$ cat src/logic/fcs_defines.vh
/*
 Constants of the flash command sequencer host: register map, status bit
 positions, operation codes, flash command bytes and timing counts.
 Assumes a 25 MHz aclk and a byte-wide flash with a 17-bit address.
*/
`ifndef FCS_DEFINES_VH
`define FCS_DEFINES_VH

// Own register map, byte offsets
`define FCS_REG_CTRL     8'h00
`define FCS_REG_ADDR     8'h04
`define FCS_REG_WDATA    8'h08
`define FCS_REG_STATUS   8'h0c
`define FCS_REG_RDATA    8'h10

// Status bit positions
`define FCS_ST_BUSY      0
`define FCS_ST_ASEL      1
`define FCS_ST_WIN       2
`define FCS_ST_ERR       3
`define FCS_ST_TLIM      4
`define FCS_ST_EWIN      5

// Flag positions inside a byte read back from the flash
`define FCS_DQ_TLIM      5
`define FCS_DQ_EWIN      3

// Operation codes written to CTRL[2:0]
`define FCS_OP_RESET     3'h0
`define FCS_OP_READ      3'h1
`define FCS_OP_ASEL      3'h2
`define FCS_OP_PROG      3'h3
`define FCS_OP_CHIP      3'h4
`define FCS_OP_SECT      3'h5
`define FCS_OP_ADDSECT   3'h6
`define FCS_OP_ASELRD    3'h7

// Flash command words
`define FCS_UNLOCK_A1    17'h00555
`define FCS_UNLOCK_A2    17'h002aa
`define FCS_UNLOCK_D1    8'haa
`define FCS_UNLOCK_D2    8'h55
`define FCS_CMD_RESET    8'hf0
`define FCS_CMD_ASEL     8'h90
`define FCS_CMD_PROG     8'ha0
`define FCS_CMD_ERASE    8'h80
`define FCS_CMD_CHIP     8'h10
`define FCS_CMD_SECT     8'h30

// Timing
`define FCS_CLK_PERIOD_NS 40
`define FCS_CLK_MHZ       25
`define FCS_T_WP_NS       80
`define FCS_T_WP_CYC      ((`FCS_T_WP_NS + `FCS_CLK_PERIOD_NS - 1) / `FCS_CLK_PERIOD_NS)
`define FCS_T_ACC_NS      120
`define FCS_T_ACC_CYC     ((`FCS_T_ACC_NS + `FCS_CLK_PERIOD_NS - 1) / `FCS_CLK_PERIOD_NS)
`define FCS_WIN_US        50
`define FCS_WIN_CYC       (`FCS_WIN_US * `FCS_CLK_MHZ)

`endif

$ cat src/logic/fcs_bus_cycle.v
/*
 One flash bus cycle, write or read, on the chip select, write strobe and
 output enable pins. Assumes a start pulse only while idle; the data input
 pins are asynchronous and pass two flip-flops.
*/
`default_nettype none
`include "fcs_defines.vh"

module fcs_bus_cycle (
	input  wire        aclk,
	input  wire        aresetn,
	input  wire        start,
	input  wire        wr,
	input  wire [16:0] addr,
	input  wire [7:0]  wdata,
	output reg         done,
	output reg  [7:0]  rdata,
	output reg  [16:0] flash_addr,
	output reg         flash_ce_n,
	output reg         flash_we_n,
	output reg         flash_oe_n,
	output reg  [7:0]  flash_dq_out,
	output reg         flash_dq_oe,
	input  wire [7:0]  flash_dq_in
);

localparam [2:0] C_IDLE  = 3'h0;
localparam [2:0] C_SETUP = 3'h1;
localparam [2:0] C_PULSE = 3'h2;
localparam [2:0] C_HOLD  = 3'h3;
localparam [2:0] C_RWAIT = 3'h4;
localparam integer WP_LAST_I = `FCS_T_WP_CYC - 1;
// Two extra cycles cover the input synchroniser
localparam integer RD_LAST_I = `FCS_T_ACC_CYC + 2;
localparam [3:0]   WP_LAST   = WP_LAST_I[3:0];
localparam [3:0]   RD_LAST   = RD_LAST_I[3:0];

reg [2:0] state;
reg [3:0] cnt;
reg [7:0] dq_s1;
reg [7:0] dq_s2;

////////////////////////////////////////////////////////////////////////
always @(posedge aclk) begin
	dq_s1 <= flash_dq_in;
	dq_s2 <= dq_s1;
end

always @(posedge aclk) begin
	if (!aresetn) begin
		state        <= C_IDLE;
		cnt          <= 4'h0;
		done         <= 1'b0;
		rdata        <= 8'h00;
		flash_addr   <= 17'h00000;
		flash_ce_n   <= 1'b1;
		flash_we_n   <= 1'b1;
		flash_oe_n   <= 1'b1;
		flash_dq_out <= 8'h00;
		flash_dq_oe  <= 1'b0;
	end else begin
		done <= 1'b0;
		case (state)
		C_IDLE: begin
			if (start) begin
				flash_addr <= addr;
				flash_ce_n <= 1'b0;
				if (wr) begin
					flash_dq_out <= wdata;
					flash_dq_oe  <= 1'b1;
					state        <= C_SETUP;
				end else begin
					flash_oe_n <= 1'b0;
					cnt        <= RD_LAST;
					state      <= C_RWAIT;
				end
			end
		end
		C_SETUP: begin
			// Strobe falls after select, so the address latches here
			flash_we_n <= 1'b0;
			cnt        <= WP_LAST;
			state      <= C_PULSE;
		end
		C_PULSE: begin
			if (cnt == 4'h0) begin
				// Data still driven across the rising strobe
				flash_we_n <= 1'b1;
				state      <= C_HOLD;
			end else begin
				cnt <= cnt - 4'h1;
			end
		end
		C_HOLD: begin
			flash_ce_n  <= 1'b1;
			flash_dq_oe <= 1'b0;
			done        <= 1'b1;
			state       <= C_IDLE;
		end
		C_RWAIT: begin
			if (cnt == 4'h0) begin
				rdata      <= dq_s2;
				flash_ce_n <= 1'b1;
				flash_oe_n <= 1'b1;
				done       <= 1'b1;
				state      <= C_IDLE;
			end else begin
				cnt <= cnt - 4'h1;
			end
		end
		default: begin
			state <= C_IDLE;
		end
		endcase
	end
end

endmodule
`default_nettype wire

$ cat src/logic/fcs_flash_host.v
/*
 Host controller for a byte-wide parallel flash: software orders command
 sequences through AXI4-Lite registers, the block plays them on the pins.
 Assumes a single aclk; the flash data pins are resolved by the bench.
*/
`default_nettype none
`include "fcs_defines.vh"

module fcs_flash_host #(
	parameter WIN_CYC = `FCS_WIN_CYC
) (
	input  wire        aclk,
	input  wire        aresetn,
	input  wire [7:0]  s_axi_awaddr,
	input  wire        s_axi_awvalid,
	output reg         s_axi_awready,
	input  wire [31:0] s_axi_wdata,
	input  wire [3:0]  s_axi_wstrb,
	input  wire        s_axi_wvalid,
	output reg         s_axi_wready,
	output reg  [1:0]  s_axi_bresp,
	output reg         s_axi_bvalid,
	input  wire        s_axi_bready,
	input  wire [7:0]  s_axi_araddr,
	input  wire        s_axi_arvalid,
	output reg         s_axi_arready,
	output reg  [31:0] s_axi_rdata,
	output reg  [1:0]  s_axi_rresp,
	output reg         s_axi_rvalid,
	input  wire        s_axi_rready,
	output wire [16:0] flash_addr,
	output wire        flash_ce_n,
	output wire        flash_we_n,
	output wire        flash_oe_n,
	output wire [7:0]  flash_dq_out,
	output wire        flash_dq_oe,
	input  wire [7:0]  flash_dq_in
);

localparam [1:0]  S_IDLE  = 2'h0;
localparam [1:0]  S_ISSUE = 2'h1;
localparam [1:0]  S_WAIT  = 2'h2;
localparam [1:0]  RESP_OK = 2'b00;
localparam [1:0]  RESP_SE = 2'b10;
localparam integer WIN_LAST_I = WIN_CYC - 1;
localparam [10:0] WIN_LAST = WIN_LAST_I[10:0];

reg  [7:0]  aw_addr;
reg         aw_got;
reg  [31:0] w_data;
reg         w_got;
reg  [16:0] addr_reg;
reg  [7:0]  wdata_reg;
reg  [7:0]  rdata_reg;
reg         launch;
reg  [2:0]  launch_op;
reg  [1:0]  state;
reg  [2:0]  op;
reg  [2:0]  step;
reg         busy;
reg         autosel;
reg         win_open;
reg  [10:0] win_cnt;
reg         err;
reg         cyc_start;
reg         cyc_wr;
reg  [16:0] cyc_addr;
reg  [7:0]  cyc_wdata;
wire        cyc_done;
wire [7:0]  cyc_rdata;
wire [24:0] seq_word;
wire [2:0]  seq_last;
wire        op_is_read;
wire        allowed;

////////////////////////////////////////////////////////////////////////
// Sequence tables

// Length of each sequence minus one
function [2:0] seq_len;
	input [2:0] o;
	begin
		case (o)
		`FCS_OP_ASEL: seq_len = 3'h2;
		`FCS_OP_PROG: seq_len = 3'h3;
		`FCS_OP_CHIP: seq_len = 3'h5;
		`FCS_OP_SECT: seq_len = 3'h5;
		default:      seq_len = 3'h0;
		endcase
	end
endfunction

// Address and data of one step, {addr, data}
function [24:0] seq_step;
	input [2:0]  o;
	input [2:0]  i;
	input [16:0] a;
	input [7:0]  d;
	reg   [16:0] sa;
	begin
		sa = {a[16:14], 14'h0000};
		case (o)
		`FCS_OP_RESET:   seq_step = {a, `FCS_CMD_RESET};
		`FCS_OP_ADDSECT: seq_step = {sa, `FCS_CMD_SECT};
		`FCS_OP_READ:    seq_step = {a, 8'h00};
		`FCS_OP_ASELRD:  seq_step = {a, 8'h00};
		default: begin
			// Unlock pattern and selector byte
			case (i)
			3'h0: seq_step = {`FCS_UNLOCK_A1, `FCS_UNLOCK_D1};
			3'h1: seq_step = {`FCS_UNLOCK_A2, `FCS_UNLOCK_D2};
			3'h2: seq_step = {`FCS_UNLOCK_A1, (o == `FCS_OP_ASEL) ? `FCS_CMD_ASEL :
				(o == `FCS_OP_PROG) ? `FCS_CMD_PROG : `FCS_CMD_ERASE};
			3'h3: seq_step = (o == `FCS_OP_PROG) ? {a, d} : {`FCS_UNLOCK_A1, `FCS_UNLOCK_D1};
			3'h4: seq_step = {`FCS_UNLOCK_A2, `FCS_UNLOCK_D2};
			default: seq_step = (o == `FCS_OP_CHIP) ? {`FCS_UNLOCK_A1, `FCS_CMD_CHIP}
				: {sa, `FCS_CMD_SECT};
			endcase
		end
		endcase
	end
endfunction

assign seq_word   = seq_step(op, step, addr_reg, wdata_reg);
assign seq_last   = seq_len(op);
assign op_is_read = (op == `FCS_OP_READ) || (op == `FCS_OP_ASELRD);

// Autoselect is left only by reset; adds only while the window runs
assign allowed = autosel ? ((launch_op == `FCS_OP_RESET) || (launch_op == `FCS_OP_ASELRD))
	: ((launch_op != `FCS_OP_ASELRD) && ((launch_op != `FCS_OP_ADDSECT) || win_open));

////////////////////////////////////////////////////////////////////////
// AXI4-Lite write side and writable registers

always @(posedge aclk) begin
	if (!aresetn) begin
		s_axi_awready <= 1'b1;
		s_axi_wready  <= 1'b1;
		s_axi_bvalid  <= 1'b0;
		s_axi_bresp   <= RESP_OK;
		aw_got        <= 1'b0;
		w_got         <= 1'b0;
		aw_addr       <= 8'h00;
		w_data        <= 32'h00000000;
		addr_reg      <= 17'h00000;
		wdata_reg     <= 8'h00;
		launch        <= 1'b0;
		launch_op     <= `FCS_OP_RESET;
	end else begin
		launch <= 1'b0;
		if (s_axi_awvalid && s_axi_awready) begin
			aw_addr       <= s_axi_awaddr;
			aw_got        <= 1'b1;
			s_axi_awready <= 1'b0;
		end
		if (s_axi_wvalid && s_axi_wready) begin
			w_data       <= s_axi_wdata;
			w_got        <= 1'b1;
			s_axi_wready <= 1'b0;
		end
		if (aw_got && w_got && !s_axi_bvalid) begin
			s_axi_bvalid <= 1'b1;
			s_axi_bresp  <= RESP_OK;
			case (aw_addr)
			`FCS_REG_CTRL: begin
				// Orders arriving while busy are dropped without setting the error flag
				launch    <= 1'b1;
				launch_op <= w_data[2:0];
			end
			`FCS_REG_ADDR:  addr_reg  <= w_data[16:0];
			`FCS_REG_WDATA: wdata_reg <= w_data[7:0];
			`FCS_REG_STATUS: begin
			end
			`FCS_REG_RDATA: begin
			end
			default: s_axi_bresp <= RESP_SE;
			endcase
		end
		if (s_axi_bvalid && s_axi_bready) begin
			s_axi_bvalid  <= 1'b0;
			aw_got        <= 1'b0;
			w_got         <= 1'b0;
			s_axi_awready <= 1'b1;
			s_axi_wready  <= 1'b1;
		end
	end
end

////////////////////////////////////////////////////////////////////////
// AXI4-Lite read side

always @(posedge aclk) begin
	if (!aresetn) begin
		s_axi_arready <= 1'b1;
		s_axi_rvalid  <= 1'b0;
		s_axi_rdata   <= 32'h00000000;
		s_axi_rresp   <= RESP_OK;
	end else begin
		if (s_axi_arvalid && s_axi_arready) begin
			s_axi_arready <= 1'b0;
			s_axi_rvalid  <= 1'b1;
			s_axi_rresp   <= RESP_OK;
			case (s_axi_araddr)
			`FCS_REG_CTRL:   s_axi_rdata <= {29'h00000000, op};
			`FCS_REG_ADDR:   s_axi_rdata <= {15'h0000, addr_reg};
			`FCS_REG_WDATA:  s_axi_rdata <= {24'h000000, wdata_reg};
			`FCS_REG_STATUS: s_axi_rdata <= {26'h0000000, rdata_reg[`FCS_DQ_EWIN],
				rdata_reg[`FCS_DQ_TLIM], err, win_open, autosel, busy};
			`FCS_REG_RDATA:  s_axi_rdata <= {24'h000000, rdata_reg};
			default: begin
				s_axi_rdata <= 32'h00000000;
				s_axi_rresp <= RESP_SE;
			end
			endcase
		end
		if (s_axi_rvalid && s_axi_rready) begin
			s_axi_rvalid  <= 1'b0;
			s_axi_arready <= 1'b1;
		end
	end
end

////////////////////////////////////////////////////////////////////////
// Command sequencer

always @(posedge aclk) begin
	if (!aresetn) begin
		state     <= S_IDLE;
		op        <= `FCS_OP_RESET;
		step      <= 3'h0;
		busy      <= 1'b0;
		autosel   <= 1'b0;
		win_open  <= 1'b0;
		win_cnt   <= 11'h000;
		err       <= 1'b0;
		rdata_reg <= 8'h00;
		cyc_start <= 1'b0;
		cyc_wr    <= 1'b0;
		cyc_addr  <= 17'h00000;
		cyc_wdata <= 8'h00;
	end else begin
		cyc_start <= 1'b0;
		// Host-side copy of the acceptance window
		if (win_open) begin
			if (win_cnt == 11'h000)
				win_open <= 1'b0;
			else
				win_cnt <= win_cnt - 11'h001;
		end
		case (state)
		S_IDLE: begin
			if (launch) begin
				if (allowed) begin
					op    <= launch_op;
					step  <= 3'h0;
					busy  <= 1'b1;
					err   <= 1'b0;
					state <= S_ISSUE;
					// Any other write cancels the pending erase
					if (launch_op != `FCS_OP_ADDSECT && launch_op != `FCS_OP_READ)
						win_open <= 1'b0;
				end else begin
					err <= 1'b1;
				end
			end
		end
		S_ISSUE: begin
			cyc_start <= 1'b1;
			cyc_wr    <= !op_is_read;
			cyc_addr  <= seq_word[24:8];
			cyc_wdata <= seq_word[7:0];
			state     <= S_WAIT;
		end
		S_WAIT: begin
			if (cyc_done) begin
				if (op_is_read)
					rdata_reg <= cyc_rdata;
				if (step == seq_last) begin
					busy  <= 1'b0;
					state <= S_IDLE;
					if (op == `FCS_OP_ASEL)
						autosel <= 1'b1;
					if (op == `FCS_OP_RESET)
						autosel <= 1'b0;
					// Window counted from the last strobe rise
					if (op == `FCS_OP_SECT || op == `FCS_OP_ADDSECT) begin
						win_open <= 1'b1;
						win_cnt  <= WIN_LAST;
					end
				end else begin
					step  <= step + 3'h1;
					state <= S_ISSUE;
				end
			end
		end
		default: begin
			state <= S_IDLE;
		end
		endcase
	end
end

fcs_bus_cycle u_cycle (
	.aclk         (aclk),
	.aresetn      (aresetn),
	.start        (cyc_start),
	.wr           (cyc_wr),
	.addr         (cyc_addr),
	.wdata        (cyc_wdata),
	.done         (cyc_done),
	.rdata        (cyc_rdata),
	.flash_addr   (flash_addr),
	.flash_ce_n   (flash_ce_n),
	.flash_we_n   (flash_we_n),
	.flash_oe_n   (flash_oe_n),
	.flash_dq_out (flash_dq_out),
	.flash_dq_oe  (flash_dq_oe),
	.flash_dq_in  (flash_dq_in)
);

endmodule
`default_nettype wire

$ cat config.mk
export PLATFORM = sky130hd
export DESIGN_NAME = fcs_flash_host
export DESIGN_NICKNAME = d
export VERILOG_FILES = /design/src/logic/fcs_bus_cycle.v /design/src/logic/fcs_flash_host.v
export VERILOG_INCLUDE_DIRS = /design/src /design/src/logic
export SDC_FILE = /design/constraint.sdc
export NUM_CORES = 1
export LEC_CHECK = 0
export BUFFER_PORTS_ARGS = -buffer_cell sky130_fd_sc_hd__clkbuf_2
export CAP_MARGIN = 20
export CORE_MARGIN = 1.5
export CORE_UTILIZATION = 60
export DETAILED_ROUTE_END_ITERATION = 8
export GPL_TIMING_DRIVEN = 0
export PLACE_DENSITY = 0.82
export SETUP_SLACK_MARGIN = 0.5
export SYNTH_ARGS = -nofsm -noshare
export SYNTH_HDL_FRONTEND = slang
export SYNTH_SLANG_ARGS = --single-unit
$ cat constraint.sdc
create_clock -name aclk -period 5.2 [get_ports aclk]
set_input_delay 0.52 -clock aclk [delete_from_list [all_inputs] [get_ports aclk]]
set_output_delay 0.52 -clock aclk [all_outputs]
set_load 0.03 [all_outputs]
# After elaboration in Yosys (flattened, before gate mapping)
# Cells that the tools add are included.
[word_totals]
reg_bits = 216
input_bits = 67
out_inout_bits = 70
wordCells = 212
[classes]
addsub = 3
eq_ne = 41
n_mux = 67
n_bitwise = 1
n_reduce_logical = 59
[op_table]
columns = ["operator", "count"]
rows = [
  ["case mux 25 bit (4 select lines)", 1],
  ["case mux 17 bit (5 select lines)", 1],
  ["case mux 25 bit (3 select lines)", 1],
  ["two-way mux 11 bit", 6],
  ["two-way mux 25 bit", 2],
  ["== test 8 x 4 -> 1 bit, second input constant", 4],
  ["two-way mux 1 bit", 26],
  ["two-way mux 3 bit", 8],
  ["== test 3 bit, second input constant", 7],
  ["AND reduction 3 bit", 7],
  ["== test 3 x 2 -> 1 bit, second input constant", 6],
  ["== test 8 x 3 -> 1 bit, second input constant", 2],
  ["== test 8 x 5 -> 1 bit, second input constant", 2],
  ["zero test 8 bit", 2],
  ["!= test 2 bit, second input constant", 8],
  ["AND reduction 2 bit", 8],
  ["zero test 3 bit", 4],
  ["two-way mux 4 bit", 3],
  ["two-way mux 6 bit", 2],
  ["case mux 1 bit (2 select lines)", 6],
  ["case mux 3 bit (4 select lines)", 1],
  ["case mux 4 bit (3 select lines)", 1],
  ["AND reduction 4 bit", 3],
  ["OR reduction 2 bit", 6],
  ["26 further kinds", 54],
]

# Longest topological paths before layout
# Gate-level depths: netlist of the first run.
[logic_depth]
depth_word = 7
depth_mapped = 9
ltp_nobuf = 7

# By module
# Synthesis of the first run repeated with hierarchy kept, for this count alone.
[unflattened]
hier_cells = 897
area_unflattened_um2 = 8075.2
[modules_own_cells]
columns = ["mod", "instances", "cells_each", "area_each_um2"]
rows = [
  ["fcs_flash_host", 1, 688, 5972.0],
  ["fcs_bus_cycle", 1, 209, 2103.3],
]

# Worst setup path before layout of the first run
# Ideal clock, no wire load.
[synth_path]
path_kind = "register to register"
start = "reg aw_addr[1]"
end = "reg addr_reg[16]"
setup_time_ns = 0.128
arrival_ns = 2.005
setup_slack_ns = 3.067
stages_incl_launch_ff = 8
path_buffers = 2
path_cell_list = "dfxtp_1 > or4_4 > or4_4 > nor3b_2 > buf_6 > buf_12 > mux2i_1 > nor2_1"
[synth_via]
elab_chain_cells = 2
[synth_rtl]
columns = ["element", "line", "rtl"]
rows = [
  ["from (decl)", "fcs_flash_host.v:48", "reg [7:0] aw_addr;"],
  ["from (signal assigned)", "fcs_flash_host.v:152", "aw_addr <= s_axi_awaddr;"],
  ["== test 8 x 3 -> 1 bit", "fcs_flash_host.v:164", "case (aw_addr)"],
  ["AND reduction 2 bit (no line)", "--", ""],
  ["to (signal assigned)", "fcs_flash_host.v:170", "`FCS_REG_ADDR: addr_reg <= w_data[16:0];"],
  ["to (decl)", "fcs_flash_host.v:52", "reg [16:0] addr_reg;"],
]
# No other way between the ends.
# A chain may end at the register's enable or synchronous reset.

# Worst setup path after layout of the first run
[layout_path]
start = "reg u_cycle.cnt[0]"
end = "reg u_cycle.rdata[0]"
[layout_via]
elab_chain_cells = 2
[layout_rtl]
columns = ["element", "line", "rtl"]
rows = [
  ["from (decl)", "fcs_bus_cycle.v:39", "reg [3:0] cnt;"],
  ["from (signal assigned)", "fcs_bus_cycle.v:91", "cnt <= cnt - 4'h1;"],
  ["from (signal assigned)", "fcs_bus_cycle.v:108", "cnt <= cnt - 4'h1;"],
  ["zero test 4 bit", "fcs_bus_cycle.v:101", "if (cnt == 4'h0) begin"],
  ["AND reduction 2 bit (no line)", "--", ""],
  ["to (signal assigned)", "fcs_bus_cycle.v:102", "rdata <= dq_s2;"],
  ["to (decl)", "fcs_bus_cycle.v:17", "output reg [7:0] rdata,"],
]
# No other way between the ends.

==> results of run 1 <==
cell usage in the layout (no fill, tap or decap), types with 6 or more instances in the layout:
cell type,Yosys,layout
nand2b_1,11,11
a21o_1,7,7
dfxtp_1,199,199
ha_1,7,7
clkbuf_16,0,17
nor3_1,11,11
o21ai_0,36,36
inv_1,20,20
o21a_1,6,6
clkbuf_1,53,54
nor2_1,92,92
clkbuf_2,0,100
nand3_1,41,41
a22oi_1,25,25
a22o_1,8,8
conb_1,1,17
a21oi_1,112,112
nor4_1,6,6
mux2i_1,46,46
nand2_1,137,137
nor2b_1,8,8
buf_4,18,18
how the worst max path moves through the flow:
| stage | endpoint | slack, ns | cells past startpoint | start |
|---|---|---|---|---|
| detailed placement | state[1] | 2.47 | 6 | aresetn |
| floorplan | addr_reg[16] | 3.07 | 7 | aw_addr[1] |
| finish | u_cycle.rdata[0] | 2.66 | 7 | u_cycle.cnt[0] |
| global placement | u_cycle.done | 2.45 | 6 | aresetn |
| global route | u_cycle.rdata[0] | 2.51 | 7 | u_cycle.cnt[0] |
| CTS | u_cycle.rdata[0] | 2.68 | 7 | u_cycle.cnt[0] |
through the flow:
step           hold slack [ns]  utilization  worst slack [ns]  std cells  total power [mW]
4_1_cts                  0.162        0.711              2.68       1256              2.95
3_5_place_dp             0.312        0.670              2.47       1226              1.75
2_1_floorplan            0.310            -              3.07        950              1.70
3_3_place_gp             0.311        0.670              2.45       1226              1.74
5_1_grt                  0.164        0.711              2.51       1256              3.03
6_report                 0.177        0.711              2.66       1256              2.94
layout make-up:
cell class              count  area [µm²]
plain buffers              74         369
clock buffers              21         470
clock inverters             9        68.8
fillers                  1072        3810
inverters                  20        75.1
multi-input cells         657        3690
flip-flops and latches    199        3980
well taps                 176         220
repair buffers            100         500
cells by family after synthesis:
logic type               Yosys count  synth area share
adder cells (fa/ha/maj)            7            0.0109
flip-flops                       199             0.495
multiplexers                      47            0.0586
other                              1          0.000466
AO/OA/AOI/OAI                    233             0.176
buffers and inverters             94            0.0551
AND/OR/NAND/NOR                  344             0.195
XOR/XNOR                           9           0.00978
per-layer routing:
| layer | vias up | global-route usage |
|---|---|---|
| met1 | 3334 | 0.387 |
| met2 | 286 | 0.447 |
| met5 | - | 0 |
| met4 | 0 | 0.127 |
| li1 | 3480 | - |
| met3 | 44 | 0.0527 |
critical path, delay by kind of cell (launching register included):
family | cells | cell delay (ns)
buffers and inverters | 1 | 0.09
DFF | 1 | 0.31
adders and majority gates | 1 | 0.23
and+or+nand+nor | 4 | 1.70
AOI/OAI and AO/OA | 1 | 0.08
power breakdown:
part | internal (mW) | switching, mW | total [mW]
sequential | 1.55 | 0.0155 | 1.56
combinational | 0.0511 | 0.100 | 0.151
clock | 0.650 | 0.577 | 1.23
==> results.txt, run 1 <==
Status - complete, no violations
Overflow left after global routing - 0
Synth Flop Type - dfxtp_1
Maximum VDD drop - 198 µV
Clock H-tree levels - 4
Slew at the pin closest to its max-slew limit - 0.869 ns
Number of endpoints failing setup at the final stage - 0
Leak Pwr - 3.61 nW
Drt pass-1 iters - 5
Unrepaired setup endpoints after global routing - false
Total Neg Setup Slack - 0 ns
CTS hold repair buffers - 0
Setup slack on the worst flop-to-flop path - 2.66 ns
Routed Wire Length - 19700 µm
Max-cap viol count - 0
Setup Buffers After CTS - 0
Arrival time of data at the critical path endpoint - 2.84 ns
Slew Viols, Final - 0
Vias per cell - 5.69
Startpoint of the worst-slack reg-to-reg timing path - u_cycle.cnt[0]
Biggest cell delay along the critical path - 0.55 ns
Met3 routed WL - 1460 µm
Worst min-delay path endpoint - u_cycle.dq_s1[6]
Critical hold path startpoint - flash_dq_in[6]
Synthesized instance count - 934
Core Box Area - 13200 µm²
Cell with the most instances on the worst path - nand2_1
Floorplan die width - 119 µm
Highest layer used for signal routing - met4
Global routing usage summed across all routing layers - 0.285
Count of state elements after synthesis - 199
Average wire per cell in the routed design - 15.7 µm
Synthesized area per cell - 8.62 µm²
Cell accounting for the most synthesized area - dfxtp_1
Startpoint types - flop
CTS Sinks - 199
Class of the tightest hold or removal check - in2reg
Maximum clock frequency - 393 MHz
Critical path start-end classification - reg2reg
Violation count after the first detailed-routing iteration - 509
Cells on worst reg2reg path - 7
Placer's final routability congestion estimate - 0.951
Die ar. - 14100 µm²
Clock transition at the registers of the reported paths - 0.07 ns
Sequential-to-total area share from yosys stat - 0.495
Post-placement cell area - 8840 µm²
Share of Yosys cell area claimed by the top area cell type - 0.495
Layout overhead on the synthesized area - 16.4%
Crit Path Max Fanout - 10
Shortest clock period the worst path allows after layout - 2.54 ns
Number of global-route vias before repair - 6487
Clock tree skew after final layout - 0.00712 ns
Post-synthesis instance area - 8060 µm²
Proportion of layout cells with a drive suffix above 1 - 0.150
Count of different cell masters after synthesis - 63
Pin count of the biggest net entering global routing - 17
CTS tree - yes
Vertical die dimension - 119 µm
Final layout net count - 1143
Antenna Diode Count - 0
Library cell used as clock root buffer - clkbuf_16
Post-cts gate resize count - 0
Worst-path cell chain - inv_1 > ha_1 > or3b_2 > nor3_2 > nand2_1 > nand2_1 > a21oi_1
Routed vias - 7144
Drc violations - 0
Length of routed met2 wiring - 8910 µm
# IOs - 137
Count of standard-cell rows - 42
Count of input and output buffers - 100
Cell with the largest stage delay on the worst path - nor3_2
Estimated wirelength of the detail-placed design - 14200 µm
Yosys Warn Count - 0
Power density over cell area - 314 nW/µm²
Antenna violations before repair - 0
Maximum count of clock buffers along a single path - 2
Clock buffers created by TritonCTS - 17
First-pass GRT wire length - 32000 µm
R2R Path End - u_cycle.rdata[0]
Initial Utilization - 0.611
Dominant cell by count in the synthesized netlist - dfxtp_1
Hold-critical path depth - 1
Post-synth ARST share - 0
Final cycle utilization of the critical path - 0.489
Number of enable flip-flop cells after synthesis - 0
Final std cell area, no fill - 9380 µm²
Top cells by area in the synthesized netlist - dfxtp_1 (49%), a21oi_1 (7.0%), nand2_1 (6.4%), mux2i_1 (5.7%), nor2_1 (4.3%)
Critical path capture point type - flop
Routed Antenna Nets - 0
Worst path required time - 5.50 ns
Number of hold-slack violations in the final timing report - 0
Most used standard cells in the synthesized netlist - dfxtp_1 (199), nand2_1 (137), a21oi_1 (112)
Detailed-route wire length on metal 1 - 8790 µm
Clock insertion delay at the later pin of the skew report - 0.44 ns
Worst-case headroom to the max-slew limit - 0.420
Power figures use the tool's default switching activity.
==> run 2, diff against run 1 <==
--- a/config.mk
+++ b/config.mk
@@ -9,10 +9,10 @@
 export BUFFER_PORTS_ARGS = -buffer_cell sky130_fd_sc_hd__clkbuf_2
 export CAP_MARGIN = 20
 export CORE_MARGIN = 1.5
-export CORE_UTILIZATION = 60
+export CORE_UTILIZATION = 56
 export DETAILED_ROUTE_END_ITERATION = 8
 export GPL_TIMING_DRIVEN = 0
-export PLACE_DENSITY = 0.82
+export PLACE_DENSITY = 0.78
 export SETUP_SLACK_MARGIN = 0.5
 export SYNTH_ARGS = -nofsm -noshare
 export SYNTH_HDL_FRONTEND = slang
==> constraint.sdc (replaced) <==
create_clock -name aclk -period 2.4 [get_ports aclk]
set_input_delay 0.24 -clock aclk [delete_from_list [all_inputs] [get_ports aclk]]
set_output_delay 0.24 -clock aclk [all_outputs]
set_load 0.03 [all_outputs]
==> run 2 against run 1 <==
Routed wire length rose by 4.7%. Cell area rose by 5.0%. Largest cell class unchanged. Combinational power rose by 130%. Worst hold slack got worse by 0.16 ns. Sequential power rose by 120%. Global-route usage fell by 1.7 points. Sequential cell count did not move. Critical path depth fell by 1. Register-to-register slack got worse by 2.5 ns. Utilization fell by 0.45 points. Clock-buffer cell count rose by 1.
==> results.txt, run 2 (synthesized netlist as in run 1, its figures left out) <==
Leak Pwr - 3.83 nW (+6.0%)
Final Hold Slack - 0.0196 ns (-0.157 ns)
Clock H-tree levels - 4 (unchanged)
Placer's final routability congestion estimate - 0.929 (-2.3%)
Clock insertion delay at the later pin of the skew report - 0.43 ns (about the same)
Unrepaired setup endpoints after global routing - true
Maximum clock frequency - 449 MHz (+14%)
Antenna violations before repair - 0 (unchanged)
Sum of internal, switching and leakage power - 6.35 mW (+120%)
Critical path start-end classification - reg2reg
Maximum count of clock buffers along a single path - 2 (unchanged)
Maximum VDD drop - 441 µV (+120%)
R2R Path End - launch_op[1]
Worst setup path startpoint - aw_addr[1]
Hold-critical path depth - 2 (+1)
Max-cap viol count - 0 (unchanged)
Floorplan die width - 123 µm (+3.4%)
Library cell used as clock root buffer - clkbuf_16
Number of global-route vias before repair - 6276 (-3.3%)
Cells on worst reg2reg path - 6 (-1)
Commonest non-fill, non-tap cell in the layout - dfxtp_1
# IOs - 137 (unchanged)
Setup slack on the worst flop-to-flop path - 0.17 ns (-2.48 ns)
Routed Antenna Nets - 0 (unchanged)
Class of the tightest hold or removal check - in2reg
Worst-case headroom to the max-slew limit - 0.461 (+0.0404)
Slew Viols, Final - 0 (unchanged)
Final core utilization - 0.706 (-0.00448)
Clock transition at the registers of the reported paths - 0.07 ns (about the same)
Core Box Area - 13900 µm² (+5.6%)
Violation count after the first detailed-routing iteration - 595 (+17%)
Clock tree skew after final layout - 0.00767 ns (+0.000544 ns)
Die ar. - 15100 µm² (+7.0%)
Drc violations - 0 (unchanged)
Number of endpoints failing setup at the final stage - 0 (unchanged)
Layout overhead on the synthesized area - 22.2%
Worst path required time - 2.70 ns (-2.80 ns)
Shortest clock period the worst path allows after layout - 2.23 ns (-0.317 ns)
Pin count of the biggest net entering global routing - 17 (unchanged)
Average wire per cell in the routed design - 16.0 µm (+2.1%)
Initial Utilization - 0.578 (-0.0326)
Number of hold-slack violations in the final timing report - 0 (unchanged)
Arrival time of data at the critical path endpoint - 2.53 ns (-0.31 ns)
Power density over cell area - 645 nW/µm² (+110%)
Proportion of layout cells with a drive suffix above 1 - 0.206 (+0.0558)
Vias per cell - 5.65 (-0.70%)
CTS tree - yes
Critical path capture point type - flop
Storage cell area - 3990 µm² (+0.16%)
Final cycle utilization of the critical path - 0.928 (+0.439)
Routed vias - 7275 (+1.8%)
Antenna Diode Count - 0 (unchanged)
Vertical die dimension - 123 µm (+3.4%)
Startpoint of the worst-slack reg-to-reg timing path - aw_addr[1]
Count of input and output buffers - 100 (unchanged)
Slew at the pin closest to its max-slew limit - 0.809 ns (-0.0606 ns)
Critical hold path startpoint - s_axi_wvalid
Final layout net count - 1170 (+2.4%)
CTS Sinks - 199 (unchanged)
Overflow left after global routing - 0 (unchanged)
Count of standard-cell rows - 43 (+2.4%)
Status - complete, no violations
Filler Cell Count - 1136 (+6.0%)
Startpoint types - flop
Crit Path Max Fanout - 4 (-6)
Most frequent cells in the layout - dfxtp_1 (194), nand2_1 (136), clkbuf_2 (110), a21oi_1 (107), nor2_1 (88)
Routed Wire Length - 20600 µm (+4.7%)
Global routing usage summed across all routing layers - 0.268 (-0.0175)
First-pass GRT wire length - 31200 µm (-2.3%)
Clock buffers created by TritonCTS - 17 (unchanged)
Estimated wirelength of the detail-placed design - 14100 µm (-0.62%)
Drt pass-1 iters - 5 (unchanged)
Worst min-delay path endpoint - s_axi_wready
Total area of multi-input combinational cells - 3850 µm² (+4.5%)
Total Neg Setup Slack - 0 ns (unchanged)
[run 2: metrics by stage]
stage / setup slack, ns / instances / instance area (µm²)
floorplan: 0.267 / 950 / 8130
global placement: -0.0823 / 1230 / 8850
detailed placement: -0.129 / 1230 / 8850
CTS: 0.182 / 1277 / 9650
global route: 0.113 / 1288 / 9840
finish: 0.173 / 1288 / 9840
[run 2: repair_timing]
item,CTS,global route
cloned,0,2
endpoints found under the hold margin,8,0
resized for setup,41,43
buffers inserted,8,9
endpoints found under the setup margin,135,119
pin swaps,7,11
hold buffers,8,0
[run 2: report_power, final]
part	total (mW)	internal [mW]	switching, mW
Combinational	0.351	0.125	0.226
Sequential	3.39	3.35	0.0339
Clock	2.61	1.39	1.22
Total	6.35	4.87	1.48
[run 2: layer usage]
layer  routed length, µm  global-route usage  vias to the layer above  part of all wire
met4                 525               0.108                        0             0.025
met3                1550              0.0507                       47             0.075
met1                9180               0.361                     3367              0.44
met5                   0                   0                        -                 0
met2                9390               0.425                      302              0.45
li1                    -                   -                     3559                 -
[run 2: area by class of cell]
| type | count | share of cell area |
|---|---|---|
| Buffer | 74 | 0.0449 |
| Clock inverter | 9 | 0.00686 |
| Inverter | 20 | 0.00763 |
| Multi-Input combinational cell | 658 | 0.392 |
| Tap cell | 180 | 0.0229 |
| Sequential cell | 199 | 0.405 |
| Timing Repair Buffer | 126 | 0.0735 |
| Clock buffer | 22 | 0.0472 |
[run 2: critical path, stage by stage (launching register included)]
cell and delay, ns:
dfxtp_2 0.32, or4_4 0.53, or4_4 0.51, or3_1 0.34, clkbuf_8 0.17, mux2i_2 0.17, nor2_1 0.06
[run 2: worst max path at each step]
stage                              end  slack [ns]
after global placement    u_cycle.done       -0.08
after floorplan           addr_reg[16]        0.27
after global routing      addr_reg[13]        0.11
after detailed placement  rdata_reg[5]       -0.13
final                     launch_op[1]        0.17
after CTS                  addr_reg[8]        0.18
==> run 3, diff against run 2 <==
--- a/config.mk
+++ b/config.mk
@@ -8,11 +8,14 @@
 export LEC_CHECK = 0
 export BUFFER_PORTS_ARGS = -buffer_cell sky130_fd_sc_hd__clkbuf_2
 export CAP_MARGIN = 20
+export CELL_PAD_IN_SITES_DETAIL_PLACEMENT = 0
+export CELL_PAD_IN_SITES_GLOBAL_PLACEMENT = 2
 export CORE_MARGIN = 1.5
-export CORE_UTILIZATION = 56
+export CORE_UTILIZATION = 33
 export DETAILED_ROUTE_END_ITERATION = 8
 export GPL_TIMING_DRIVEN = 0
-export PLACE_DENSITY = 0.78
+export PLACE_DENSITY = 0.76
+export RECOVER_POWER = 50
 export SETUP_SLACK_MARGIN = 0.5
 export SYNTH_ARGS = -nofsm -noshare
 export SYNTH_HDL_FRONTEND = slang
==> run 3 against run 2 <==
Combinational power grew 2%. Worst hold slack lost 0.0056 ns. Worst setup slack gained 0.0039 ns. Utilization shrank 28 points. Sequential cell count is the same. Register-to-register slack is essentially flat. Cell count grew 11%. Via count shrank 4.5%. Power grew 6.9%. Clock power grew 17%. Critical path depth grew 1. Critical path type unchanged.
==> results.txt, run 3 (synthesized netlist as in run 1, its figures left out) <==
Vias per cell - 4.85 (-14%)
Maximum VDD drop - 396 µV (-10%)
Maximum clock frequency - 450 MHz (+0.18%)
Routed Antenna Nets - 0 (unchanged)
Maximum count of clock buffers along a single path - 2 (unchanged)
Worst-path cell chain - or4_4 > or4_4 > nor3b_2 > buf_6 > clkbuf_16 > mux2i_1 > nor2_1
Number of global-route vias before repair - 6631 (+5.7%)
Biggest cell delay along the critical path - 0.52 ns (about the same)
CTS tree - yes
Vertical die dimension - 159 µm (+30%)
Class of the tightest hold or removal check - in2reg
Cells on worst reg2reg path - 7 (+1)
Average wire per cell in the routed design - 16.1 µm (+0.60%)
Filler Cell Count - 2532 (+120%)
Final std cell area, no fill - 10100 µm² (+2.8%)
Status - complete, no violations
Clock tree skew after final layout - 0.0142 ns (+0.00654 ns)
Startpoint of the worst-slack reg-to-reg timing path - aw_addr[1]
Number of endpoints failing setup at the final stage - 0 (unchanged)
Library cell used as clock root buffer - clkbuf_16
Placer's final routability congestion estimate - 0.826 (-11%)
Global routing usage summed across all routing layers - 0.183 (-0.0849)
Number of hold-slack violations in the final timing report - 0 (unchanged)
Clock insertion delay at the later pin of the skew report - 0.44 ns (about the same)
Clock buffers created by TritonCTS - 17 (unchanged)
Estimated wirelength of the detail-placed design - 16800 µm (+19%)
Final cycle utilization of the critical path - 0.926 (-0.00163)
Max-cap viol count - 0 (unchanged)
Critical Path Sink - addr_reg[14]
Violation count after the first detailed-routing iteration - 422 (-29%)
Setup slack on the worst flop-to-flop path - 0.18 ns (about the same)
Initial Utilization - 0.340 (-0.238)
Crit Path Max Fanout - 6 (+2)
Leak Pwr - 3.76 nW (-1.9%)
Antenna Diode Count - 0 (unchanged)
Pin count of the biggest net entering global routing - 20 (+3)
Routed Wire Length - 23100 µm (+12%)
Final Hold Slack - 0.0139 ns (-0.00562 ns)
Critical path capture point type - flop
Count of standard-cell rows - 56 (+30%)
Slew Viols, Final - 0 (unchanged)
Slew at the pin closest to its max-slew limit - 0.894 ns (+0.0855 ns)
Core Box Area - 23700 µm² (+70%)
Buf+Inv Stages, Crit Path - 2 (+1)
R2R Path End - addr_reg[14]
Worst slack at placement - -0.397 ns (-0.268 ns)
Drt pass-1 iters - 6 (+1)
Most frequent cells in the layout - dfxtp_1 (195), nand2_1 (136), a21oi_1 (111), nor2_1 (91), clkbuf_1 (88)
Layout overhead on the synthesized area - 25.6%
Drc violations - 0 (unchanged)
Cell with the largest stage delay on the worst path - or4_4
Startpoint types - flop
Antenna violations before repair - 0 (unchanged)
Clock transition at the registers of the reported paths - 0.08 ns (about the same)
Clock H-tree levels - 4 (unchanged)
Cell family with the largest share of critical-path delay - simple AND/OR/NAND/NOR gates
Final layout net count - 1173 (+0.26%)
Critical path start-end classification - reg2reg
CP Depth - 7 (+1)
Unrepaired setup endpoints after global routing - true
Routed vias - 6944 (-4.5%)
Cell with the most instances on the worst path - or4_4
Arrival time of data at the critical path endpoint - 2.53 ns (about the same)
Die ar. - 25400 µm² (+68%)
Setup slack after layout - 0.177 ns (+0.00392 ns)
Commonest non-fill, non-tap cell in the layout - dfxtp_1
Worst-case headroom to the max-slew limit - 0.404 (-0.0570)
Overflow left after global routing - 0 (unchanged)
Worst setup path startpoint - aw_addr[1]
Worst path required time - 2.71 ns (about the same)
Shortest clock period the worst path allows after layout - 2.22 ns (-0.00392 ns)
Proportion of layout cells with a drive suffix above 1 - 0.156 (-0.0502)
# IOs - 137 (unchanged)
Count of input and output buffers - 100 (unchanged)
Final core utilization - 0.427 (-0.279)
Floorplan die width - 159 µm (+30%)
First-pass GRT wire length - 36700 µm (+18%)
Post-placement cell area - 9030 µm² (+2.0%)
CTS Sinks - 199 (unchanged)
Power density over cell area - 671 nW/µm² (+4.0%)
==> run 3: changes by cell type in the layout (fill, tap and decap cells not counted), sizes merged <==
cell,previous run,this run
clkbuf,169,170
clkinv,3,5
buf,45,43
dlygate4sd3,8,10
bufinv,0,2
nand2,138,137
==> run 3: how the worst min path moves through the flow <==
stage                      from          endpoint  slack (ns)  cells after the start
2_1_floorplan    flash_dq_in[0]  u_cycle.dq_s1[0]        0.27                      0
4_1_cts          s_axi_wdata[4]         w_data[4]       0.001                      3
5_1_grt          s_axi_wdata[5]         w_data[5]       0.008                      3
3_3_place_gp   u_cycle.dq_s1[7]  u_cycle.dq_s2[7]        0.31                      0
3_5_place_dp   u_cycle.dq_s1[4]  u_cycle.dq_s2[4]        0.31                      0
6_report         s_axi_wdata[8]         w_data[8]        0.01                      3
==> run 3: repair_timing <==
| item | in CTS | in global routing |
|---|---|---|
| setup endpoints to repair | 139 | 93 |
| pin swaps | 7 | 6 |
| hold buffers | 10 | 0 |
| endpoints found under the hold margin | 10 | 0 |
| setup buffers | 12 | 7 |
| gates cloned | 0 | 1 |
| gates resized for setup | 53 | 39 |
==> run 3: final cells by class <==
cell class              instances  area (µm²)  area share
flip-flops and latches        199        3990       0.394
repair buffers                130         724      0.0716
well taps                     319         399      0.0394
multi-input cells             657        3850       0.380
clock inverters                13         183      0.0181
clock buffers                  19         443      0.0438
plain buffers                  74         454      0.0449
inverters                      20        78.8     0.00779
==> run 3: per-stage QoR <==
| stage | total power, mW | cells | TNS [ns] |
|---|---|---|---|
| after floorplan | 3.67 | 950 | 0 |
| after global placement | 3.80 | 1369 | -12.18 |
| after detailed placement | 3.80 | 1369 | -11.75 |
| after CTS | 6.88 | 1423 | 0 |
| after global routing | 7.07 | 1431 | 0 |
| final | 6.79 | 1431 | 0 |
==> run 3: report_power, final <==
| part | internal, mW | total (mW) | switching (mW) |
|---|---|---|---|
| Clock | 1.62 | 3.05 | 1.42 |
| Combinational | 0.126 | 0.357 | 0.231 |
| Sequential | 3.35 | 3.39 | 0.0345 |
==> run 3: per-layer routing <==
| metal | track usage | wire, µm | vias up |
|---|---|---|---|
| met5 | 0 | 0 | - |
| met4 | 0.0425 | 185 | 0 |
| met3 | 0.0359 | 879 | 15 |
| met2 | 0.281 | 10200 | 144 |
| met1 | 0.263 | 11800 | 3228 |
| li1 | - | - | 3557 |
==> run 3: tightest hold or removal path: stages <==
cell	delay (ns)
clkbuf_2	0.08
nand2_1	0.04
a21oi_1	0.05
